$ cat src/dram_mode_one_pkg.sv
// Constants, field layout and decode functions for mode register one
`default_nettype none
package dram_mode_one_pkg;

   // Register size and value after reset
   localparam int MR_WIDTH = 17;
   localparam logic [16:0] MR_RESET_VALUE = 17'h00000;

   // Field positions inside mode register one
   localparam int DLL_OFF_BIT = 0;
   localparam int DRIVE_LO_BIT = 1;
   localparam int TERM_LO_BIT = 2;
   localparam int POSTED_LO_BIT = 3;
   localparam int POSTED_HI_BIT = 4;
   localparam int DRIVE_HI_BIT = 5;
   localparam int TERM_MID_BIT = 6;
   localparam int LEVELING_BIT = 7;
   localparam int TERM_HI_BIT = 9;
   localparam int STROBE_PAIR_BIT = 11;
   localparam int OUTPUT_OFF_BIT = 12;

   // Delay line depth for held commands; posted latency tops out below it
   localparam int HOLD_DEPTH = 16;
   localparam logic [3:0] LATENCY_SIX = 4'h6;

   // Posted latency selections
   typedef enum logic [1:0]
   {
      POSTED_ZERO = 2'h0,
      POSTED_MINUS_ONE = 2'h1,
      POSTED_MINUS_TWO = 2'h2,
      POSTED_RESERVED = 2'h3
   } posted_mode_t;

   // Loop control states, Gray coded along off -> on -> self refresh
   typedef enum logic [1:0]
   {
      DLL_OFF = 2'h0,
      DLL_ON = 2'h1,
      DLL_SUSPENDED = 2'h3
   } dll_state_t;

   // Nominal termination code to resistor divisor, zero means off
   function automatic logic [3:0] nominal_divisor(input logic [2:0] code);
      case (code)
         3'h1: nominal_divisor = 4'h4;
         3'h2: nominal_divisor = 4'h2;
         3'h3: nominal_divisor = 4'h6;
         3'h4: nominal_divisor = 4'hc;
         3'h5: nominal_divisor = 4'h8;
         default: nominal_divisor = 4'h0;
      endcase
   endfunction

   // Write termination code to resistor divisor, zero means off
   function automatic logic [3:0] write_divisor(input logic [1:0] code);
      case (code)
         2'h1: write_divisor = 4'h4;
         2'h2: write_divisor = 4'h2;
         default: write_divisor = 4'h0;
      endcase
   endfunction

endpackage
`default_nettype wire

$ cat src/command_hold.sv
// Delay line that holds read and write commands for the posted latency
`timescale 1ns/100ps
`default_nettype none
module command_hold
(
   input wire logic clk_sys,
   input wire logic rst_n,
   input wire logic read_cmd,
   input wire logic write_cmd,
   input wire logic [3:0] hold_cycles,
   output logic read_release,
   output logic write_release
);
   import dram_mode_one_pkg::*;

   logic [1:0] hold_reg [HOLD_DEPTH];

   // Shift commands down the line every cycle
   always_ff @(posedge clk_sys)
   begin
      if (!rst_n)
      begin
         for (int i = 0; i < HOLD_DEPTH; i++)
            hold_reg[i] <= 2'h0;
      end
      else
      begin
         hold_reg[0] <= {write_cmd, read_cmd};
         for (int i = 1; i < HOLD_DEPTH; i++)
            hold_reg[i] <= hold_reg[i-1];
      end
   end

   // Tap selected by latency; release one cycle plus the held time
   assign read_release = hold_reg[hold_cycles][0];
   assign write_release = hold_reg[hold_cycles][1];

   hold_six_a: assert property (@(posedge clk_sys) disable iff (!rst_n)
      (read_cmd && hold_cycles == 4'h6) ##1 (hold_cycles == 4'h6)[*7]
      |-> read_release)
      else $error("read not released after posted latency of six");

   hold_zero_a: assert property (@(posedge clk_sys) disable iff (!rst_n)
      (write_cmd && hold_cycles == 4'h0) ##1 (hold_cycles == 4'h0)
      |-> write_release)
      else $error("write not released one cycle after command");

endmodule
`default_nettype wire

$ cat src/termination_select.sv
// Chooses the termination divisor from nominal, write and leveling state
`timescale 1ns/100ps
`default_nettype none
module termination_select
(
   input wire logic [2:0] nominal_code,
   input wire logic [1:0] write_code,
   input wire logic leveling_on,
   input wire logic outputs_off,
   input wire logic write_active,
   output logic [3:0] divisor
);
   import dram_mode_one_pkg::*;

   logic [3:0] nominal_value;
   logic [3:0] write_value;
   logic nominal_is_write_value;
   logic nominal_allowed;
   logic [3:0] nominal_gated;

   // Decode both selections through the shared tables
   assign nominal_value = nominal_divisor(nominal_code);
   assign write_value = write_divisor(write_code);

   // Leveling with outputs live keeps only values usable for writes
   assign nominal_is_write_value = (nominal_value == 4'h2) ||
      (nominal_value == 4'h4);
   assign nominal_allowed = !leveling_on || outputs_off ||
      nominal_is_write_value;
   assign nominal_gated = nominal_allowed ? nominal_value : 4'h0;

   // A nonzero dynamic write value overrides the nominal one during writes
   assign divisor = (write_active && write_value != 4'h0) ?
      write_value : nominal_gated;

endmodule
`default_nettype wire

$ cat src/dram_mode_register_one.sv
// Mode register one of the memory device and the behaviour it selects
`timescale 1ns/100ps
`default_nettype none
module dram_mode_register_one
(
   input wire logic clk_sys,
   input wire logic rst_n,
   input wire logic mode_load,
   input wire logic [16:0] mode_load_data,
   input wire logic dll_reset_cmd,
   input wire logic self_refresh_enter,
   input wire logic self_refresh_exit,
   input wire logic zq_calibrate_cmd,
   input wire logic termination_control_pin,
   input wire logic read_cmd,
   input wire logic write_cmd,
   input wire logic write_active,
   input wire logic data_drive_request,
   input wire logic by8_config,
   input wire logic [3:0] read_column_latency,
   input wire logic [3:0] write_column_latency,
   input wire logic [1:0] write_termination_value,
   output logic [16:0] mode_register_one,
   output logic dll_locked,
   output logic dll_reset_out,
   output logic dll_off_latency_ok,
   output logic [3:0] drive_divisor,
   output logic impedance_calibrated,
   output logic dq_output_enable,
   output logic write_leveling_mode,
   output logic termination_strobe_pair_enable,
   output logic termination_strobe_pair_oe,
   output logic write_mask_enable,
   output logic termination_on,
   output logic [3:0] nominal_termination_value,
   output logic [3:0] posted_latency,
   output logic [4:0] total_read_latency,
   output logic [4:0] total_write_latency,
   output logic read_release,
   output logic write_release
);
   import dram_mode_one_pkg::*;

   logic [16:0] mode_reg;
   dll_state_t dll_state_reg;
   dll_state_t dll_state_next;
   logic dll_reset_reg;
   logic dll_reset_next;
   logic self_refresh_reg;
   logic calibrated_reg;
   logic pin_meta_reg;
   logic pin_sync_reg;
   logic [3:0] drive_reg;
   logic dq_oe_reg;
   logic term_on_reg;
   logic [3:0] term_div_reg;
   logic [3:0] posted_reg;
   logic [4:0] read_lat_reg;
   logic [4:0] write_lat_reg;
   logic lat_ok_reg;

   logic loop_enabled;
   logic [2:0] nominal_code;
   logic [1:0] drive_code;
   posted_mode_t posted_mode;
   logic leveling_on;
   logic outputs_off;
   logic strobe_pair_on;
   logic [3:0] selected_divisor;
   logic [3:0] posted_next;
   logic [3:0] drive_next;
   logic term_allowed;

   // Field extraction; reserved bits are stored but steer nothing
   assign loop_enabled = !mode_reg[DLL_OFF_BIT];
   assign nominal_code = {mode_reg[TERM_HI_BIT], mode_reg[TERM_MID_BIT],
      mode_reg[TERM_LO_BIT]};
   assign drive_code = {mode_reg[DRIVE_HI_BIT], mode_reg[DRIVE_LO_BIT]};
   assign posted_mode = posted_mode_t'(mode_reg[POSTED_HI_BIT:POSTED_LO_BIT]);
   assign leveling_on = mode_reg[LEVELING_BIT];
   assign outputs_off = mode_reg[OUTPUT_OFF_BIT];
   // The pair exists only on by-eight parts, so other widths ignore it
   assign strobe_pair_on = mode_reg[STROBE_PAIR_BIT] && by8_config;

   // Mode load stores the whole word; only reset or a new load changes it
   always_ff @(posedge clk_sys)
   begin
      if (!rst_n)
         mode_reg <= MR_RESET_VALUE;
      else if (mode_load)
         mode_reg <= mode_load_data;
   end

   // Loop control: self refresh suspends a running loop only
   always_comb
   begin
      dll_state_next = dll_state_reg;
      dll_reset_next = 1'b0;
      case (dll_state_reg)
         DLL_OFF:
         begin
            // A stopped loop restarts only on enable plus reset
            if (loop_enabled && dll_reset_cmd && !self_refresh_reg)
            begin
               dll_state_next = DLL_ON;
               dll_reset_next = 1'b1;
            end
         end
         DLL_ON:
         begin
            if (!loop_enabled)
               dll_state_next = DLL_OFF;
            else if (self_refresh_enter)
               dll_state_next = DLL_SUSPENDED;
            else if (dll_reset_cmd)
               dll_reset_next = 1'b1;
         end
         DLL_SUSPENDED:
         begin
            // Automatic restart with its own reset on exit
            if (self_refresh_exit)
            begin
               dll_state_next = DLL_ON;
               dll_reset_next = 1'b1;
            end
         end
         default:
            dll_state_next = DLL_OFF;
      endcase
   end

   // Loop state, reset pulse and self refresh flag
   always_ff @(posedge clk_sys)
   begin
      if (!rst_n)
      begin
         dll_state_reg <= DLL_OFF;
         dll_reset_reg <= 1'b0;
         self_refresh_reg <= 1'b0;
      end
      else
      begin
         dll_state_reg <= dll_state_next;
         dll_reset_reg <= dll_reset_next;
         // Enter wins over exit if both arrive together
         if (self_refresh_enter)
            self_refresh_reg <= 1'b1;
         else if (self_refresh_exit)
            self_refresh_reg <= 1'b0;
      end
   end

   // Calibration flag is sticky; later commands leave the drive code alone
   always_ff @(posedge clk_sys)
   begin
      if (!rst_n)
         calibrated_reg <= 1'b0;
      else if (zq_calibrate_cmd)
         calibrated_reg <= 1'b1;
   end

   // Termination pin comes from the board, so it is synchronised first
   always_ff @(posedge clk_sys)
   begin
      if (!rst_n)
      begin
         pin_meta_reg <= 1'b0;
         pin_sync_reg <= 1'b0;
      end
      else
      begin
         pin_meta_reg <= termination_control_pin;
         pin_sync_reg <= pin_meta_reg;
      end
   end

   // Divisor choice with leveling limits and dynamic write override
   termination_select u_termination_select
   (
      .nominal_code(nominal_code),
      .write_code(write_termination_value),
      .leveling_on(leveling_on),
      .outputs_off(outputs_off),
      .write_active(write_active),
      .divisor(selected_divisor)
   );

   // Termination needs a running loop and is idle in self refresh
   assign term_allowed = (dll_state_reg == DLL_ON) &&
      !self_refresh_reg && (selected_divisor != 4'h0);

   // Drive impedance: six-way is the primary setting (code zero), seven-way code one, other codes zero
   assign drive_next = (drive_code == 2'h1) ? 4'h7 :
      ((drive_code == 2'h0) ? 4'h6 : 4'h0);

   // Posted latency from the read column latency; reserved means zero
   always_comb
   begin
      case (posted_mode)
         POSTED_MINUS_ONE: posted_next = read_column_latency - 4'h1;
         POSTED_MINUS_TWO: posted_next = read_column_latency - 4'h2;
         default: posted_next = 4'h0;
      endcase
   end

   // Registered views of the selected behaviour
   always_ff @(posedge clk_sys)
   begin
      if (!rst_n)
      begin
         drive_reg <= 4'h0;
         dq_oe_reg <= 1'b0;
         term_on_reg <= 1'b0;
         term_div_reg <= 4'h0;
         posted_reg <= 4'h0;
         read_lat_reg <= 5'h00;
         write_lat_reg <= 5'h00;
         lat_ok_reg <= 1'b0;
      end
      else
      begin
         drive_reg <= drive_next;
         dq_oe_reg <= data_drive_request && !outputs_off;
         term_on_reg <= pin_sync_reg && term_allowed;
         term_div_reg <= selected_divisor;
         posted_reg <= posted_next;
         read_lat_reg <= {1'b0, posted_next} +
            {1'b0, read_column_latency};
         write_lat_reg <= {1'b0, posted_next} +
            {1'b0, write_column_latency};
         // With the loop off only latency six is usable
         lat_ok_reg <= (dll_state_reg == DLL_ON) ||
            (read_column_latency == LATENCY_SIX &&
            write_column_latency == LATENCY_SIX);
      end
   end

   // Read and write commands wait out the posted latency
   command_hold u_command_hold
   (
      .clk_sys(clk_sys),
      .rst_n(rst_n),
      .read_cmd(read_cmd),
      .write_cmd(write_cmd),
      .hold_cycles(posted_reg),
      .read_release(read_release),
      .write_release(write_release)
   );

   // Output assignments
   assign mode_register_one = mode_reg;
   assign dll_locked = (dll_state_reg == DLL_ON);
   assign dll_reset_out = dll_reset_reg;
   assign dll_off_latency_ok = lat_ok_reg;
   assign drive_divisor = drive_reg;
   assign impedance_calibrated = calibrated_reg;
   assign dq_output_enable = dq_oe_reg;
   assign write_leveling_mode = leveling_on;
   assign termination_strobe_pair_enable = strobe_pair_on
      && term_on_reg;
   // The pair is termination only; it never drives
   assign termination_strobe_pair_oe = 1'b0;
   assign write_mask_enable = !strobe_pair_on;
   assign termination_on = term_on_reg;
   assign nominal_termination_value = term_div_reg;
   assign posted_latency = posted_reg;
   assign total_read_latency = read_lat_reg;
   assign total_write_latency = write_lat_reg;

   load_keeps_a: assert property (@(posedge clk_sys) disable iff (!rst_n)
      mode_load ##1 !mode_load [*2] |->
      mode_register_one == $past(mode_load_data, 2))
      else $error("register lost its loaded value");

   output_off_a: assert property (@(posedge clk_sys) disable iff (!rst_n)
      $past(outputs_off) |-> !dq_output_enable)
      else $error("data driven while outputs are disabled");

   mask_share_a: assert property (@(posedge clk_sys) disable iff (!rst_n)
      mode_register_one[STROBE_PAIR_BIT] && by8_config
      |-> !write_mask_enable && !termination_strobe_pair_oe)
      else $error("write mask active with strobe pair enabled");

   sr_restart_a: assert property (@(posedge clk_sys) disable iff (!rst_n)
      dll_state_reg == DLL_SUSPENDED && self_refresh_exit
      |=> dll_locked && dll_reset_out)
      else $error("loop not restarted and reset on self refresh exit");

   sr_stays_a: assert property (@(posedge clk_sys) disable iff (!rst_n)
      dll_state_reg == DLL_OFF && !dll_reset_cmd |=> !dll_locked)
      else $error("stopped loop restarted without a reset command");

   no_term_a: assert property (@(posedge clk_sys) disable iff (!rst_n)
      $past(!dll_locked) |-> !termination_on)
      else $error("termination on while loop is off");

   level_term_a: assert property (@(posedge clk_sys) disable iff (!rst_n)
      $past(leveling_on && !outputs_off && !write_active)
      && nominal_termination_value != 4'h0
      |-> nominal_termination_value inside {4'h2, 4'h4})
      else $error("leveling allowed a non-write termination value");

   read_sum_a: assert property (@(posedge clk_sys) disable iff (!rst_n)
      $stable(read_column_latency) && $stable(posted_mode)
      |=> total_read_latency == {1'b0, posted_latency} +
      {1'b0, $past(read_column_latency)})
      else $error("read latency is not posted plus column latency");

endmodule
`default_nettype wire

$ cat config.mk
export PLATFORM = sky130hd
export DESIGN_NAME = dram_mode_register_one
export DESIGN_NICKNAME = d
export VERILOG_FILES = /design/src/dram_mode_one_pkg.sv /design/src/command_hold.sv /design/src/termination_select.sv /design/src/dram_mode_register_one.sv
export SDC_FILE = /design/constraint.sdc
export NUM_CORES = 1
export LEC_CHECK = 0
export ABC_AREA = 1
export BUFFER_PORTS_ARGS = -buffer_cell sky130_fd_sc_hd__buf_2
export CAP_MARGIN = 20
export CORE_MARGIN = 1
export CORE_UTILIZATION = 35
export CTS_CLUSTER_DIAMETER = 100
export DETAILED_ROUTE_END_ITERATION = 8
export GPL_TIMING_DRIVEN = 0
export PLACE_DENSITY_LB_ADDON = 0.1
export SLEW_MARGIN = 15
export SYNTH_ARGS = -nofsm -noshare
export SYNTH_HDL_FRONTEND = slang
export SYNTH_HIERARCHICAL = 1
export SYNTH_SLANG_ARGS = --single-unit
$ cat constraint.sdc
create_clock -name clk_sys -period 1.8 [get_ports clk_sys]
set_input_delay 0.27 -clock clk_sys [delete_from_list [all_inputs] [get_ports clk_sys]]
set_output_delay 0.27 -clock clk_sys [all_outputs]
set_load 0.03 [all_outputs]
# After elaboration in Yosys (flattened, before gate mapping)
# Memories as Yosys holds them, arrays and structs flattened. A register that Yosys moved wholly into a read port is not among the register bits.
# Index checks and enable logic that the tools add are counted.
# W data, S select, Z words.
# totals
romBits	0
wordCells	122
input_bits	40
mem_count	1
output_inout_bits	51
ff_bits	49
latch_bits	0
ram_bits	32
# classes
bitwise_logic	17
reduce_logical	26
n_eq_ne	19
div_mod_pow	0
muxes	39
n_lt_le_gt_ge	0
shift	0
n_mul	0
addsub	4
# memory_table
name	depth	width	read_ports	rd_ports_with_merged_regs	write_ports	line	source
u_command_hold.hold_reg	16	2	16	1	16	command_hold.sv:16	logic [1:0] hold_reg [HOLD_DEPTH];
# ops
operator	n
$mux W2	20
$pmux W4 S5	1
$or A1 B1 Y1	16
$eq A4 B3 Y1 const B	3
$mux W4	3
$add A4 B4 Y5	2
$logic_and A1 B1 Y1	10
$mux W1	9
$eq A2 B1 Y1 const B	4
$pmux W4 S2	1
$reduce_bool A4 Y1	2
$eq A2 B2 Y1 const B	3
$eq A3 B2 Y1 const B	2
$eq A3 B3 Y1 const B	2
$mux W3	2
$pmux W2 S3	1
$pmux W3 S2	1
$logic_not A1 Y1	5
$eq A4 B2 Y1 const B	1
$logic_not A2 Y1	2
$logic_or A1 B1 Y1	4
$ne A2 B2 Y1 const B	2
$sub A4 B1 Y4 const B	1
$sub A4 B2 Y4 const B	1
7 further kinds	7

# Depth between registers and ports, before layout
# Gate-level depths: netlist of the first run.
# depth
depth_word	10
mapped_depth	14
ltp_nobuf	14

# Modules after synthesis
# The synthesis of the first run kept the hierarchy.
# modules_own_cells
module	cells_per_inst	area_each_um2	instances	seq_area_each_um2
dram_mode_register_one	262	2050.7	1	940.9
command_hold	197	1312.5	1	640.6
termination_select	34	191.4	1	0.0

# Worst setup path after synthesis of the first run
# Ideal clock, no wire load.
# synth_timing
kind	reg2reg
from	register mode_reg[3] (netlist: mode_register_one[3])
to	register write_lat_reg[3] (netlist: total_write_latency[3])
period_less_slack_ps	1940
slack_ps	-140
path_buffers	0
setup_ps	113
stages_incl_launch_ff	13
t_arrival_ps	1828
t_required_ps	1687
cell_sequence	dfxtp_1 -> inv_1 -> ha_1 -> inv_1 -> nand2_1 -> inv_1 -> ha_1 -> nand2_1 -> nand2_1 -> a21oi_1 -> nand2_1 -> nand2_1 -> nor2_1
# synth_via
elab_chain_len	3
word_cells_on_any_way	4
classes_between	add/sub (1); eq/ne (2); mux (1)
# synth_lines
item	line	source
from (decl)	dram_mode_register_one.sv:44	logic [16:0] mode_reg;
from (signal assigned)	dram_mode_register_one.sv:91	mode_reg <= mode_load_data;
$eq A2 B2 Y1 / $eq A2 B1 Y1 (equally long branches)	dram_mode_register_one.sv:199	case (posted_mode)
$pmux W4 S2 *	dram_mode_register_one.sv:199	
net posted_next[1]	dram_mode_register_one.sv:70	logic [3:0] posted_next;
$add A4 B4 Y5 *	dram_mode_register_one.sv:229	write_lat_reg <= {1'b0, posted_next} +
to (signal assigned)	dram_mode_register_one.sv:229	
to (decl)	dram_mode_register_one.sv:59	logic [4:0] write_lat_reg;
# Mark *: on every way through the listed nets, which the timed path passes. The rest lies on a longest branch.
# A chain may end at the register's enable or synchronous reset.

# Worst setup path in the final report of the first run
# layout_timing
from	register mode_reg[3] (netlist: mode_register_one[3])
to	register read_lat_reg[4] (netlist: total_read_latency[4])
# layout_via
elab_chain_len	3
word_cells_on_any_way	4
classes_between	add/sub (1); eq/ne (2); mux (1)
# layout_lines
item	line	source
$eq A2 B2 Y1 / $eq A2 B1 Y1 (equally long branches)	dram_mode_register_one.sv:199	
$pmux W4 S2 *	dram_mode_register_one.sv:199	
net posted_next[2]	dram_mode_register_one.sv:70	
$add A4 B4 Y5 *	dram_mode_register_one.sv:227	read_lat_reg <= {1'b0, posted_next} +
to (signal assigned)	dram_mode_register_one.sv:227	
to (decl)	dram_mode_register_one.sv:58	logic [4:0] read_lat_reg;
# Marked as above.

==> results of run 1 <==
==> metal layers <==
layer / routed length (um) / GRT usage, % / share of wire (%)
met3: 443 / 4.949 / 5.3
met5: 0 / 0 / 0
met1: 3763 / 19.98 / 45
met4: 162 / 6.826 / 1.9
met2: 3997 / 28.21 / 48
==> cell type report <==
type / count / area, um2
clock inverter: 3 / 42.54
inverter: 107 / 425.4
tap: 133 / 166.4
sequential: 79 / 1595
clock buffer: 13 / 148.9
multi-input combinational: 289 / 1728
timing repair buffer: 98 / 551.8
buffer: 18 / 121.4
fill: 1037 / 5040
==> placed cells by master (no fill, tap or decap), types with 2 or more instances in the layout <==
cell,Yosys,layout
sky130_fd_sc_hd__dfxtp_2,0,5
sky130_fd_sc_hd__buf_4,6,13
sky130_fd_sc_hd__o21ai_0,23,20
sky130_fd_sc_hd__dfxtp_1,79,72
sky130_fd_sc_hd__nor3_1,2,2
sky130_fd_sc_hd__inv_1,105,96
sky130_fd_sc_hd__nor2_1,55,54
sky130_fd_sc_hd__nand3_2,2,22
sky130_fd_sc_hd__inv_2,1,4
sky130_fd_sc_hd__clkbuf_1,3,6
sky130_fd_sc_hd__nand4_1,2,2
sky130_fd_sc_hd__a21oi_1,15,12
sky130_fd_sc_hd__buf_2,8,93
sky130_fd_sc_hd__ha_1,22,17
sky130_fd_sc_hd__inv_4,1,5
sky130_fd_sc_hd__dfxtp_4,0,2
sky130_fd_sc_hd__nand2_2,3,12
sky130_fd_sc_hd__clkbuf_8,0,10
sky130_fd_sc_hd__a21oi_4,0,2
sky130_fd_sc_hd__a21oi_2,1,2
sky130_fd_sc_hd__clkinvlp_4,0,2
sky130_fd_sc_hd__buf_6,2,5
sky130_fd_sc_hd__nand2_4,0,3
sky130_fd_sc_hd__ha_4,0,5
sky130_fd_sc_hd__nand2_1,117,105
sky130_fd_sc_hd__o21ai_1,1,3
sky130_fd_sc_hd__nand3_1,34,14
sky130_fd_sc_hd__conb_1,2,3
==> path summary, 6_finish.rpt <==
check	end	depth (start not counted)
max reg2reg	total_read_latency[4]	10
min	u_command_hold/hold_reg[0][1]	3
min reg2reg	pin_sync_reg	2
max	total_read_latency[4]	10
==> power by group <==
part	switching [mW]	internal, mW	total (mW)
registers	0.0628	1.85	1.91
clock network	0.625	0.679	1.30
logic	0.619	0.357	0.976
total	1.31	2.89	4.19
==> stage by stage <==
stage / hold slack, ns / area [um2] / cells / setup TNS [ns]
2_1_floorplan: 0.3676 / 3568 / 494 / 0
3_3_place_gp: 0.4015 / 4175 / 715 / -1.430
3_5_place_dp: 0.4049 / 4175 / 715 / -1.702
4_1_cts: 0.07654 / 4634 / 736 / -0.004157
5_1_grt: 0.1102 / 4780 / 740 / -0.1901
6_report: 0.1003 / 4780 / 740 / 0
==> worst reg2reg max path, cell delays in order (launching register included) <==
cell,delay (ns)
sky130_fd_sc_hd__dfxtp_4,0.37
sky130_fd_sc_hd__inv_4,0.06
sky130_fd_sc_hd__ha_4,0.14
sky130_fd_sc_hd__inv_4,0.04
sky130_fd_sc_hd__or2_4,0.23
sky130_fd_sc_hd__a21oi_4,0.24
sky130_fd_sc_hd__ha_4,0.26
sky130_fd_sc_hd__inv_4,0.06
sky130_fd_sc_hd__nor2_2,0.03
sky130_fd_sc_hd__o21ai_1,0.14
sky130_fd_sc_hd__a21oi_1,0.08
==> logic make-up (layout without fill, tap and decap cells) <==
group / Yosys count / after routing / synth area share [%]
buffers and inverters: 126 / 239 / 14.71
DFF: 79 / 79 / 44.49
other: 2 / 3 / 0.2113
adders and majority gates: 24 / 24 / 8.870
and+or+nand+nor: 220 / 220 / 25.59
AOI/OAI and AO/OA: 42 / 42 / 6.125
==> what timing repair did <==
action,4_1_cts,5_1_grt
hold buffers,0,0
endpoints found under the setup margin,9,9
gates cloned,1,0
resized for setup,55,32
pin swaps,16,29
buffers inserted,4,5
hold endpoints to repair,0,0
==> reports/summary.md, run 1 <==
The final wirelength is 8366 um, and the total power divided by cell area is 877.4 nW/um2. The clock period could shrink to 1.771 ns. Of the synthesized area, sequential elements account for 44.49%. The post-route DRC violation count is 0. For the initial antenna violation count, the log shows 0. The worst setup path is captured at a register. The tools report the total power as 4.193 mW.

The overall routing resource usage was 16.76%. The post-synth design cell area is 3555 um2, and the clock input transition at the sequential cells of the worst setup and hold paths is 0.08 ns. From synthesis to final layout, the design area changed by 34.46%.

The worst setup path is launched from a register. The die covers 10560 um2. Sorting the synthesized cells by how often they occur yields sky130_fd_sc_hd__nand2_1, sky130_fd_sc_hd__inv_1, sky130_fd_sc_hd__dfxtp_1. Summed over all layers, the global routing overflow is 0. Among all stages on the critical path, the largest delay is contributed by sky130_fd_sc_hd__dfxtp_4. On the final layout, the worst clock skew is 0.007219 ns. Along the worst path, the maximum fanout reaches 3. Across the VDD grid, the largest voltage drop is 0.3638 mV. Counting both buffers and inverters, the worst setup path holds a total of 3. The cell with the most instances after synthesis is sky130_fd_sc_hd__nand2_1. The routed layout has 3191 vias.

Cell with the most instances on the worst path: sky130_fd_sc_hd__inv_4. The final period utilization was 98.37%. The row count came out at 36. The routability-driven placement congestion ratio is 0.8249. The cell sitting at the root of the clock tree is a sky130_fd_sc_hd__clkbuf_8. Via count of the first global-routing pass: 2942. By area the synthesized netlist is led by sky130_fd_sc_hd__dfxtp_1, sky130_fd_sc_hd__nand2_1, sky130_fd_sc_hd__inv_1. In this run, synthesis produced a sequential element count of 79. TritonCTS built the clock tree. The class of the worst hold path was input port to register.

Entering global routing, the biggest net connects 13 pins. The count of input and output buffers works out to 88. The global-route wire length before repair was 13430 um; the delay of the slowest cell on the worst path was 0.37 ns.

The tools report the instance count of the mapped netlist as 493. The largest total area in the synthesized netlist belongs to sky130_fd_sc_hd__dfxtp_1. Setup slack on the critical path of the routed design comes to 0.02936 ns. The clock drives 79 sinks.

The average cell area after synthesis is 7.210 um2, and the CTS buffer count is 9. Largest buffer count on any clock path: 2. Via-per-instance ratio: 4.312.

The I/O pin total is 91. The die is 102.8 um tall. Measured along the x axis, the die boundary spans 102.8 um.

Dividing the detail-routed wire length by the instance count gives 11.31 um. The most used flip-flop cell after synthesis is sky130_fd_sc_hd__dfxtp_1. For this design the static power due to leakage is 2.600 nW. The count of maximum capacitance violations is 0.

The source-to-sink clock delay at the later pin of the worst-skew pair is 0.35 ns, and the post-place setup slack is -0.3056 ns. The final hold violation count is 0, and the core box area is 9819 um2. The critical path is of the register to register type.

The top-area cell type share of the netlist area was 44.49%. The number of nets at the end of the flow is 666, and the setup-violating endpoint count in the final report is 0. Yosys mapped a number of flops with a built-in enable equal to 0.

Launch instance of the worst min-delay path: write_cmd. For this run, the share of the core covered by cells in the final layout is 48.67%. The startpoint of the worst-slack reg-to-reg timing path is mode_register_one[3]. The flip-flop count of the largest register after layout was 32. Grouping stages by cell kind, the critical path spends the most delay in compound AO/OA/AOI/OAI gates. The number of iterations in the first detailed-routing pass is 4. The wire-length estimate of the detail-placed layout is 6170 um.

Setup repair after global routing could not meet its margin everywhere. The data arrival at the endpoint of the critical path came out at 2.00 ns. The warning count from the yosys run is 6, and the antenna diode instance count is 0.

Once detail routing completed, the nets flagged for antenna violations numbered 0. Number of DRC violations after detailed-routing iteration 0: 97. The required time reported for the critical path endpoint came out at 2.03 ns. The number of different library cells used by synthesis comes to 29. For flop-to-flop paths, the worst setup slack is 0.03 ns. The tools report the initial core utilization as 36.20%. The tools report the final max-slew violation count as 0.

The most critical setup path has its startpoint at mode_register_one[3]. The flow ran to the end, and the final reports show no timing, DRC or antenna violations. Cells with a size suffix above 1 make up 32.45% of the layout.

Traced cell by cell, the critical path runs through inv_4, ha_4, inv_4, or2_4, a21oi_4, ha_4, inv_4, nor2_2, o21ai_1, a21oi_1. Derived from the worst setup path, the maximum achievable clock frequency is 564.8 MHz. The H-tree generated during clock tree synthesis spans 3 levels.

In the synthesized netlist the async set-or-reset flop fraction comes to 0%.
No activity file was read; power rests on OpenSTA's default activity.
==> run 2, diff against run 1 <==
--- a/config.mk
+++ b/config.mk
@@ -14,6 +14,7 @@
 export DETAILED_ROUTE_END_ITERATION = 8
 export GPL_TIMING_DRIVEN = 0
 export PLACE_DENSITY_LB_ADDON = 0.1
+export REMOVE_ABC_BUFFERS = 1
 export SLEW_MARGIN = 15
 export SYNTH_ARGS = -nofsm -noshare
 export SYNTH_HDL_FRONTEND = slang
==> reports/summary.md, run 2 (synthesized netlist as in run 1, its figures left out) <==
The overall routing resource usage was 16.02% (was 16.76%). Count of vias placed by the detailed router: 3087 (was 3191). The kind of critical path is register to register (unchanged). Signed area change from the synthesized netlist to the final layout: 29.81% (was 34.46%). The I/O pin total was 91 (unchanged).

The largest buffer count on any clock path was 2 (unchanged); the count of input and output buffers was 88 (unchanged). The die span in x works out to 102.8 um (unchanged). The tools report the hold-fix buffer count after cts as 0 (unchanged). The instance area at placement came out at 4066 um2 (was 4175 um2). The flip-flop count of the largest register after layout was 32 (unchanged). The logs give 0 ns (unchanged) for the final sum of negative setup slack and 650 (was 666) for the number of nets at the end of the flow. The worst reg-to-reg path cell count is 10 (unchanged), and the setup slack on the worst flop-to-flop path is 0.02 ns (was 0.03 ns). TritonCTS built the clock tree. Post-place setup slack: -0.2757 ns (was -0.3056 ns). The clock input transition at the sequential cells of the worst setup and hold paths was 0.08 ns (about the same).

The global-route wire length before repair is 13120 um (was 13430 um), and the multi-input gate area in the final layout is 1620 um2 (was 1728 um2). Area used by sequential logic in the layout: 1602 um2 (was 1595 um2). The fmax was 562.7 MHz (was 564.8 MHz); the largest vdd supply drop was 0.6033 mV (was 0.3638 mV).

The setup slack after layout was 0.02298 ns (was 0.02936 ns); the total power divided by cell area was 939.4 nW/um2 (was 877.4 nW/um2). The tools report the cell chosen for the clock root as sky130_fd_sc_hd__clkbuf_8 (unchanged). The element type at the critical path end was a register (unchanged). Row count: 36 (unchanged). The most common cell after layout, fill and taps aside was sky130_fd_sc_hd__nand2_1 (unchanged). The minimum hold slack is 0.1072 ns (was 0.1003 ns), and the number of nets with antenna violations after detailed routing is 0 (unchanged).

The tools report the required time reported for the critical path endpoint as 2.01 ns (was 2.03 ns). The core box area is 9819 um2 (unchanged), and the total power is 4.335 mW (was 4.193 mW). The CTS buffer count was 9 (unchanged).

The run finished with clean final reports. The tools report the critical register-to-register path endpoint as total_write_latency[4] (was total_read_latency[4]). The final hold violation count was 0 (unchanged); the number of H-tree levels was 3 (unchanged). The number of DRC violations after detailed-routing iteration 0 was 70 (was 97); the final max-slew violation count was 0 (unchanged).

The met2 capacity usage during global routing was 26.46% (was 28.21%); the fraction of layout instances using a drive strength above 1 was 27.41% (was 32.45%). The tools report the clock sink count as 79 (unchanged). Highest net fanout along the worst path: 3 (unchanged). The detail-routed net length per standard cell came out at 10.88 um (was 11.31 um). The startpoint of the worst-slack reg-to-reg timing path is mode_register_one[3] (unchanged). The launch instance of the worst min-delay path was termination_control_pin (was write_cmd).

The initial antenna violation count was 0 (unchanged); the chip height was 102.8 um (unchanged). The total congestion overflow is 0 (unchanged). For the source-to-sink clock delay at the later pin of the worst-skew pair, the log shows 0.34 ns (was 0.35 ns). The logs give 4614 um2 (was 4780 um2) for the final standard cell area without fillers and 2.519 nW (was 2.600 nW) for the leakage power. The via-per-instance ratio is 4.264 (was 4.312). Setup repair after global routing could not meet its margin everywhere. The post-route DRC violation count is 0 (unchanged), and the fill cell instance count of the final layout is 1041 (was 1037). The data arrival at the endpoint of the critical path was 1.98 ns (was 2.00 ns); the number of iterations in the first detailed-routing pass was 4 (unchanged).

The global routing met1 resource utilization was 20.04% (was 19.98%). The routability-driven placement congestion ratio is 0.8172 (was 0.8249). The kind of start point of the critical path is a register (unchanged). Final wirelength: 7874 um (was 8366 um). Top library cells by usage in the layout, fill and taps aside: sky130_fd_sc_hd__nand2_1, sky130_fd_sc_hd__inv_1, sky130_fd_sc_hd__buf_2, sky130_fd_sc_hd__dfxtp_1, sky130_fd_sc_hd__nor2_1 (unchanged). The maximum number of pins on one net before global-route repair was 45 (was 13); the setup-violating endpoint count in the final report was 0 (unchanged). The total die area came out at 10560 um2 (unchanged).

Most used routing layer in global routing: met2 (unchanged). The tools report the total half-perimeter wirelength after legalization and detailed placement as 5309 um (was 6170 um). Sink of the worst hold path: pin_meta_reg (was u_command_hold/hold_reg[0][1]). For the global-route track usage on met3, the log shows 3.525% (was 4.949%). The antenna diode instance count is 0 (unchanged), and the post-route minimum period is 1.777 ns (was 1.771 ns). The worst hold path cell count came out at 3 (unchanged).

The final period utilization works out to 98.72% (was 98.37%). The class of the worst hold path is input port to register (unchanged). The via count of the first global-routing pass was 2897 (was 2942). The count of maximum capacitance violations was 0 (unchanged); the initial core utilization was 36.20% (unchanged).

Largest clock skew in the final design: 0.006887 ns (was 0.007219 ns).
## run 2: worst max path at each step
stage / startpoint / endpoint / slack [ns]
floorplan: mode_register_one[3] / total_write_latency[3] / -0.14
global placement: rst_n / total_read_latency[0] / -0.47
detailed placement: read_column_latency[1] / total_write_latency[4] / -0.28
CTS: mode_register_one[3] / total_read_latency[3] / 0.002
global route: mode_register_one[3] / total_write_latency[3] / -0.08
finish: mode_register_one[3] / total_write_latency[4] / 0.02
## run 2: what timing repair did
action                     in CTS  in global routing
resized for setup              31                 34
pin swaps                       6                 15
setup endpoints to repair       9                  9
buffers inserted                7                  4
## run 2: where the power goes
part | switching [mW] | total, mW | internal (mW) | leakage (nW)
Clock | 0.635 | 1.49 | 0.854 | 0.112
Sequential | 0.0638 | 1.91 | 1.85 | 0.651
Combinational | 0.601 | 0.934 | 0.333 | 1.76
Total | 1.30 | 4.33 | 3.03 | 2.52
## run 2: area by class of cell
class,instances,share of cell area (%)
clock buffers,11,3.281
clock inverters,5,1.735
inverters,107,9.165
multi-input cells,289,35.11
flip-flops and latches,79,34.71
well taps,133,3.606
repair buffers,100,12.39
## run 2: per-layer routing
metal / up-vias / share of wire [%]
li1: 1650 / -
met5: - / 0
met3: 8 / 5.1
met2: 69 / 46
met1: 1360 / 47
met4: 0 / 1.4
## run 2: critical path, stage by stage (launching register included)
cell and delay [ns]:
sky130_fd_sc_hd__dfxtp_4 0.37, sky130_fd_sc_hd__inv_4 0.06, sky130_fd_sc_hd__ha_4 0.15, sky130_fd_sc_hd__inv_4 0.05
sky130_fd_sc_hd__or2_4 0.23, sky130_fd_sc_hd__a21oi_4 0.24, sky130_fd_sc_hd__ha_4 0.24, sky130_fd_sc_hd__inv_2 0.06
sky130_fd_sc_hd__nor2_2 0.03, sky130_fd_sc_hd__o21ai_1 0.13, sky130_fd_sc_hd__a21oi_1 0.08
## run 2: per-stage QoR
stage               instances  utilization [%]
global placement          696            41.21
global route              724            46.99
CTS                       720            45.31
floorplan                 475                -
finish                    724            46.99
detailed placement        697            41.41
==> run 3, diff against run 2 <==
--- a/config.mk
+++ b/config.mk
@@ -5,7 +5,6 @@
 export SDC_FILE = /design/constraint.sdc
 export NUM_CORES = 1
 export LEC_CHECK = 0
-export ABC_AREA = 1
 export BUFFER_PORTS_ARGS = -buffer_cell sky130_fd_sc_hd__buf_2
 export CAP_MARGIN = 20
 export CORE_MARGIN = 1
==> reports/summary.md, run 3 <==
Average cell area after synthesis: 10.35 um2 (was 7.210 um2). The run finished, with violations left. The tools report the number of iterations in the first detailed-routing pass as 4 (unchanged). The commonest register cell after synthesis was sky130_fd_sc_hd__dfxtp_1 (unchanged).

The initial core utilization was 36.47% (was 36.20%). The post-synthesis sequential element count was 79 (unchanged). The tools report the headroom to the max-slew limit as 53.87%. Setup repair after global routing could not meet its margin everywhere. The largest buffer count on any clock path is 2 (unchanged).

The count of vias placed by the detailed router is 2503 (was 3087), and the clock input transition at the sequential cells of the worst setup and hold paths is 0.08 ns (about the same). The run gives 4800 um (was 5309 um) as the total half-perimeter wirelength after legalization and detailed placement. Hold-fix buffer count after cts: 0 (unchanged). The setup slack after layout is -0.2391 ns (was 0.02298 ns), and the chip height is 100.4 um (was 102.8 um). The fraction of registers with async set or reset after synthesis came out at 0% (unchanged). The family of cells with the greatest summed delay on the critical path was multiplexers (was compound AO/OA/AOI/OAI gates). The cell with the most instances after synthesis is sky130_fd_sc_hd__dfxtp_1 (was sky130_fd_sc_hd__nand2_1). Class of the worst hold path: input port to register (unchanged).

The flip-flop count of the largest register after layout was 32 (unchanged). The tools report the overall routing resource usage as 15.10% (was 16.02%). The final period utilization came out at 113.3% (was 98.72%). The logs give 896 (was 1041) for the fill cell instance count of the final layout and 0.1328 ns (was 0.1072 ns) for the minimum hold slack. Most common library cells after synthesis: sky130_fd_sc_hd__dfxtp_1, sky130_fd_sc_hd__and2_1, sky130_fd_sc_hd__nor2_1 (was sky130_fd_sc_hd__nand2_1, sky130_fd_sc_hd__inv_1, sky130_fd_sc_hd__dfxtp_1).

The signed area change from the synthesized netlist to the final layout is 34.22% (was 29.81%), and the count of maximum capacitance violations is 0 (unchanged). Cell-by-cell listing of the critical path: buf_12, mux4_2, a22oi_2, nand3_1, buf_6 (was inv_4, ha_4, inv_4, or2_4, a21oi_4, ha_4, inv_2, nor2_2, o21ai_1, a21oi_1). Global-route wire length before repair: 11910 um (was 13120 um).

The tools report the final hold violation count as 0 (unchanged). Worst hold path cell count: 2 (was 3). The number of nets at the end of the flow was 492 (was 650); the row count was 35 (was 36). The total congestion overflow was 0 (unchanged). The post-route minimum period is 2.039 ns (was 1.777 ns), and the slew at the pin closest to its max-slew limit is 0.6919 ns.

The core box area came out at 9284 um2 (was 9819 um2). Top library cells by usage in the layout, fill and taps aside: sky130_fd_sc_hd__buf_2, sky130_fd_sc_hd__dfxtp_1, sky130_fd_sc_hd__and2_1, sky130_fd_sc_hd__nor2_1, sky130_fd_sc_hd__mux2i_1 (was sky130_fd_sc_hd__nand2_1, sky130_fd_sc_hd__inv_1, sky130_fd_sc_hd__buf_2, sky130_fd_sc_hd__dfxtp_1, sky130_fd_sc_hd__nor2_1). The area used by sequential logic in the layout was 1602 um2 (unchanged); the via-per-instance ratio was 4.462 (was 4.264). Most common cell after layout, fill and taps aside: sky130_fd_sc_hd__buf_2 (was sky130_fd_sc_hd__nand2_1).

Dominant cells by area after synthesis: sky130_fd_sc_hd__dfxtp_1, sky130_fd_sc_hd__ha_1, sky130_fd_sc_hd__and2_1 (was sky130_fd_sc_hd__dfxtp_1, sky130_fd_sc_hd__nand2_1, sky130_fd_sc_hd__inv_1). The instance count of the mapped netlist was 327 (was 493). TritonCTS built the clock tree. Fraction of layout instances using a drive strength above 1: 40.97% (was 27.41%). For the clock sink count, the log shows 79 (unchanged).

The cell with the biggest individual delay on the critical path is sky130_fd_sc_hd__mux4_2 (was sky130_fd_sc_hd__dfxtp_4). The tools report the CTS buffer count as 9 (unchanged). For the largest vdd supply drop, the log shows 0.3758 mV (was 0.6033 mV). The tools report the sink of the worst hold path as u_command_hold/hold_reg[0][0] (was pin_meta_reg). The run gives 0.8125 (was 0.8172) as the routability-driven placement congestion ratio. The tools report the final sum of negative setup slack as -0.4621 ns (was 0 ns). The element type at the critical path end is a primary output (was a register). Post-route DRC violation count: 0 (unchanged). The number of enable-type register cells in the synthesized netlist is 0 (unchanged), and the number of nets with antenna violations after detailed routing is 0 (unchanged). The count of input and output buffers is 88 (unchanged). The logs give 3 (unchanged) for the number of H-tree levels and -0.01 ns (was 0.02 ns) for the setup slack on the worst flop-to-flop path. The I/O pin total came out at 91 (unchanged). Highest net fanout along the worst path: 4 (was 3).

For the setup-violating endpoint count in the final report, the log shows 3 (was 0). Kind of critical path: register to primary output (was register to register). The fmax was 490.4 MHz (was 562.7 MHz); the post-synth design cell area was 3386 um2 (was 3555 um2). The final core utilization was 48.95% (was 46.99%); the data arrival at the endpoint of the critical path was 1.77 ns (was 1.98 ns).

The delay of the slowest cell on the worst path was 0.52 ns (was 0.37 ns). The detail-routed net length per standard cell was 13.05 um (was 10.88 um). The startpoint of the worst-slack reg-to-reg timing path is mode_register_one[3] (unchanged). Critical register-to-register path endpoint: total_write_latency[3] (was total_write_latency[4]). Launch instance of the worst min-delay path: read_cmd (was termination_control_pin). For the total die area, the log shows 10070 um2 (was 10560 um2).

The number of distinct library cell variants in the gate-level netlist after synthesis was 47 (was 29); the multi-input gate area in the final layout was 1882 um2 (was 1620 um2). Top-area cell type share of the netlist area: 46.71% (was 44.49%). The number of DRC violations after detailed-routing iteration 0 is 52 (was 70). The logs give 6 (unchanged) for the warning count from the yosys run and 0 (unchanged) for the final max-slew violation count. The tools report the leakage power as 2.085 nW (was 2.519 nW).

The worst reg-to-reg path cell count works out to 10 (unchanged). The total power divided by cell area was 884.2 nW/um2 (was 939.4 nW/um2). Via count of the first global-routing pass: 2548 (was 2897).

The cell chosen for the clock root is sky130_fd_sc_hd__clkbuf_8 (unchanged). The largest clock skew in the final design is 0.007454 ns (was 0.006887 ns). The source-to-sink clock delay at the later pin of the worst-skew pair came out at 0.34 ns (about the same). The count of buffering cells on the critical path with inverters included is 2 (was 3).

Antenna diode instance count: 0 (unchanged). The final reports fail on negative setup slack. The die span in x was 100.4 um (was 102.8 um).

For the maximum number of pins on one net before global-route repair, the log shows 49 (was 45). The post-synthesis sequential area ratio was 46.71% (was 44.49%). The required time reported for the critical path endpoint was 1.53 ns (was 2.01 ns).

The final wirelength is 7321 um (was 7874 um). The tools report the kind of start point of the critical path as a register (unchanged). The tools report the initial antenna violation count as 0 (unchanged).

Library cell with the largest summed area after synthesis: sky130_fd_sc_hd__dfxtp_1 (unchanged).
[run 3: per-layer routing]
metal / vias up / GRT usage [%] / part of all wire, %
met2: 47 / 25.13 / 46
li1: 1288 / - / -
met3: 8 / 2.368 / 3.3
met4: 0 / 5.686 / 1.1
met1: 1160 / 19.72 / 49
met5: - / 0 / 0
[run 3: cell families (layout without fill, tap and decap cells)]
logic type      Yosys count  in the layout  share of synthesized area [%]
flops                    79             79                          46.71
other cells               2              3                         0.2218
compound gates           28             28                          5.507
buf+inv                  37            141                          5.026
fa+ha+maj                24             24                          9.313
xor+xnor                  1              1                         0.2587
mux                      27             27                          11.38
simple gates            129            129                          21.58
[run 3: timing repair]
action / in CTS / in global routing
pin swaps: 16 / 9
buffers inserted: 14 / 2
endpoints found under the setup margin: 11 / 10
gates resized for setup: 44 / 28
endpoints found under the hold margin: 0 / 0
[run 3: area by class of cell]
class                   instances  area share (%)
clock buffers                  10           3.029
clock inverters                 5           1.294
inverters                      21           1.735
multi-input cells             212           41.41
flip-flops and latches         79           35.24
well taps                     129           3.552
repair buffers                105           13.74
[run 3: metrics by stage]
step           power, mW  cells  worst slack, ns  area (um2)
6_report           4.018    561          -0.2391        4544
5_1_grt            4.226    561          -0.3250        4544
4_1_cts            4.026    558          -0.2605        4354
3_5_place_dp       2.624    529          -0.5101        3900
3_3_place_gp       2.617    529          -0.5333        3900
2_1_floorplan      2.396    312          -0.2843        3298
[run 3: power by group]
group          internal (mW)  switching, mW
clock                  0.671          0.641
sequential              1.83         0.0556
combinational          0.343          0.476
[run 3: how the worst max path moves through the flow]
| stage | start | to | slack, ns | depth (start not counted) |
|---|---|---|---|---|
| 2_1_floorplan | mode_register_one[3] | total_write_latency[4] | -0.28 | 8 |
| 3_3_place_gp | read_column_latency[1] | total_read_latency[4] | -0.53 | 10 |
| 3_5_place_dp | read_column_latency[1] | total_read_latency[4] | -0.51 | 10 |
| 4_1_cts | posted_latency[0] | read_release | -0.26 | 5 |
| 5_1_grt | posted_latency[0] | read_release | -0.33 | 5 |
| 6_report | posted_latency[0] | read_release | -0.24 | 5 |
[run 3: worst register-to-register path, cell delays in order (launching register included)]
cell and delay [ns]:
sky130_fd_sc_hd__dfxtp_4 0.36, sky130_fd_sc_hd__inv_2 0.06, sky130_fd_sc_hd__ha_4 0.16, sky130_fd_sc_hd__buf_6 0.11, sky130_fd_sc_hd__nand2b_4 0.06, sky130_fd_sc_hd__a21oi_4 0.17, sky130_fd_sc_hd__buf_6 0.14, sky130_fd_sc_hd__ha_4 0.19
sky130_fd_sc_hd__a21o_1 0.18, sky130_fd_sc_hd__a21oi_2 0.15, sky130_fd_sc_hd__mux2i_1 0.18
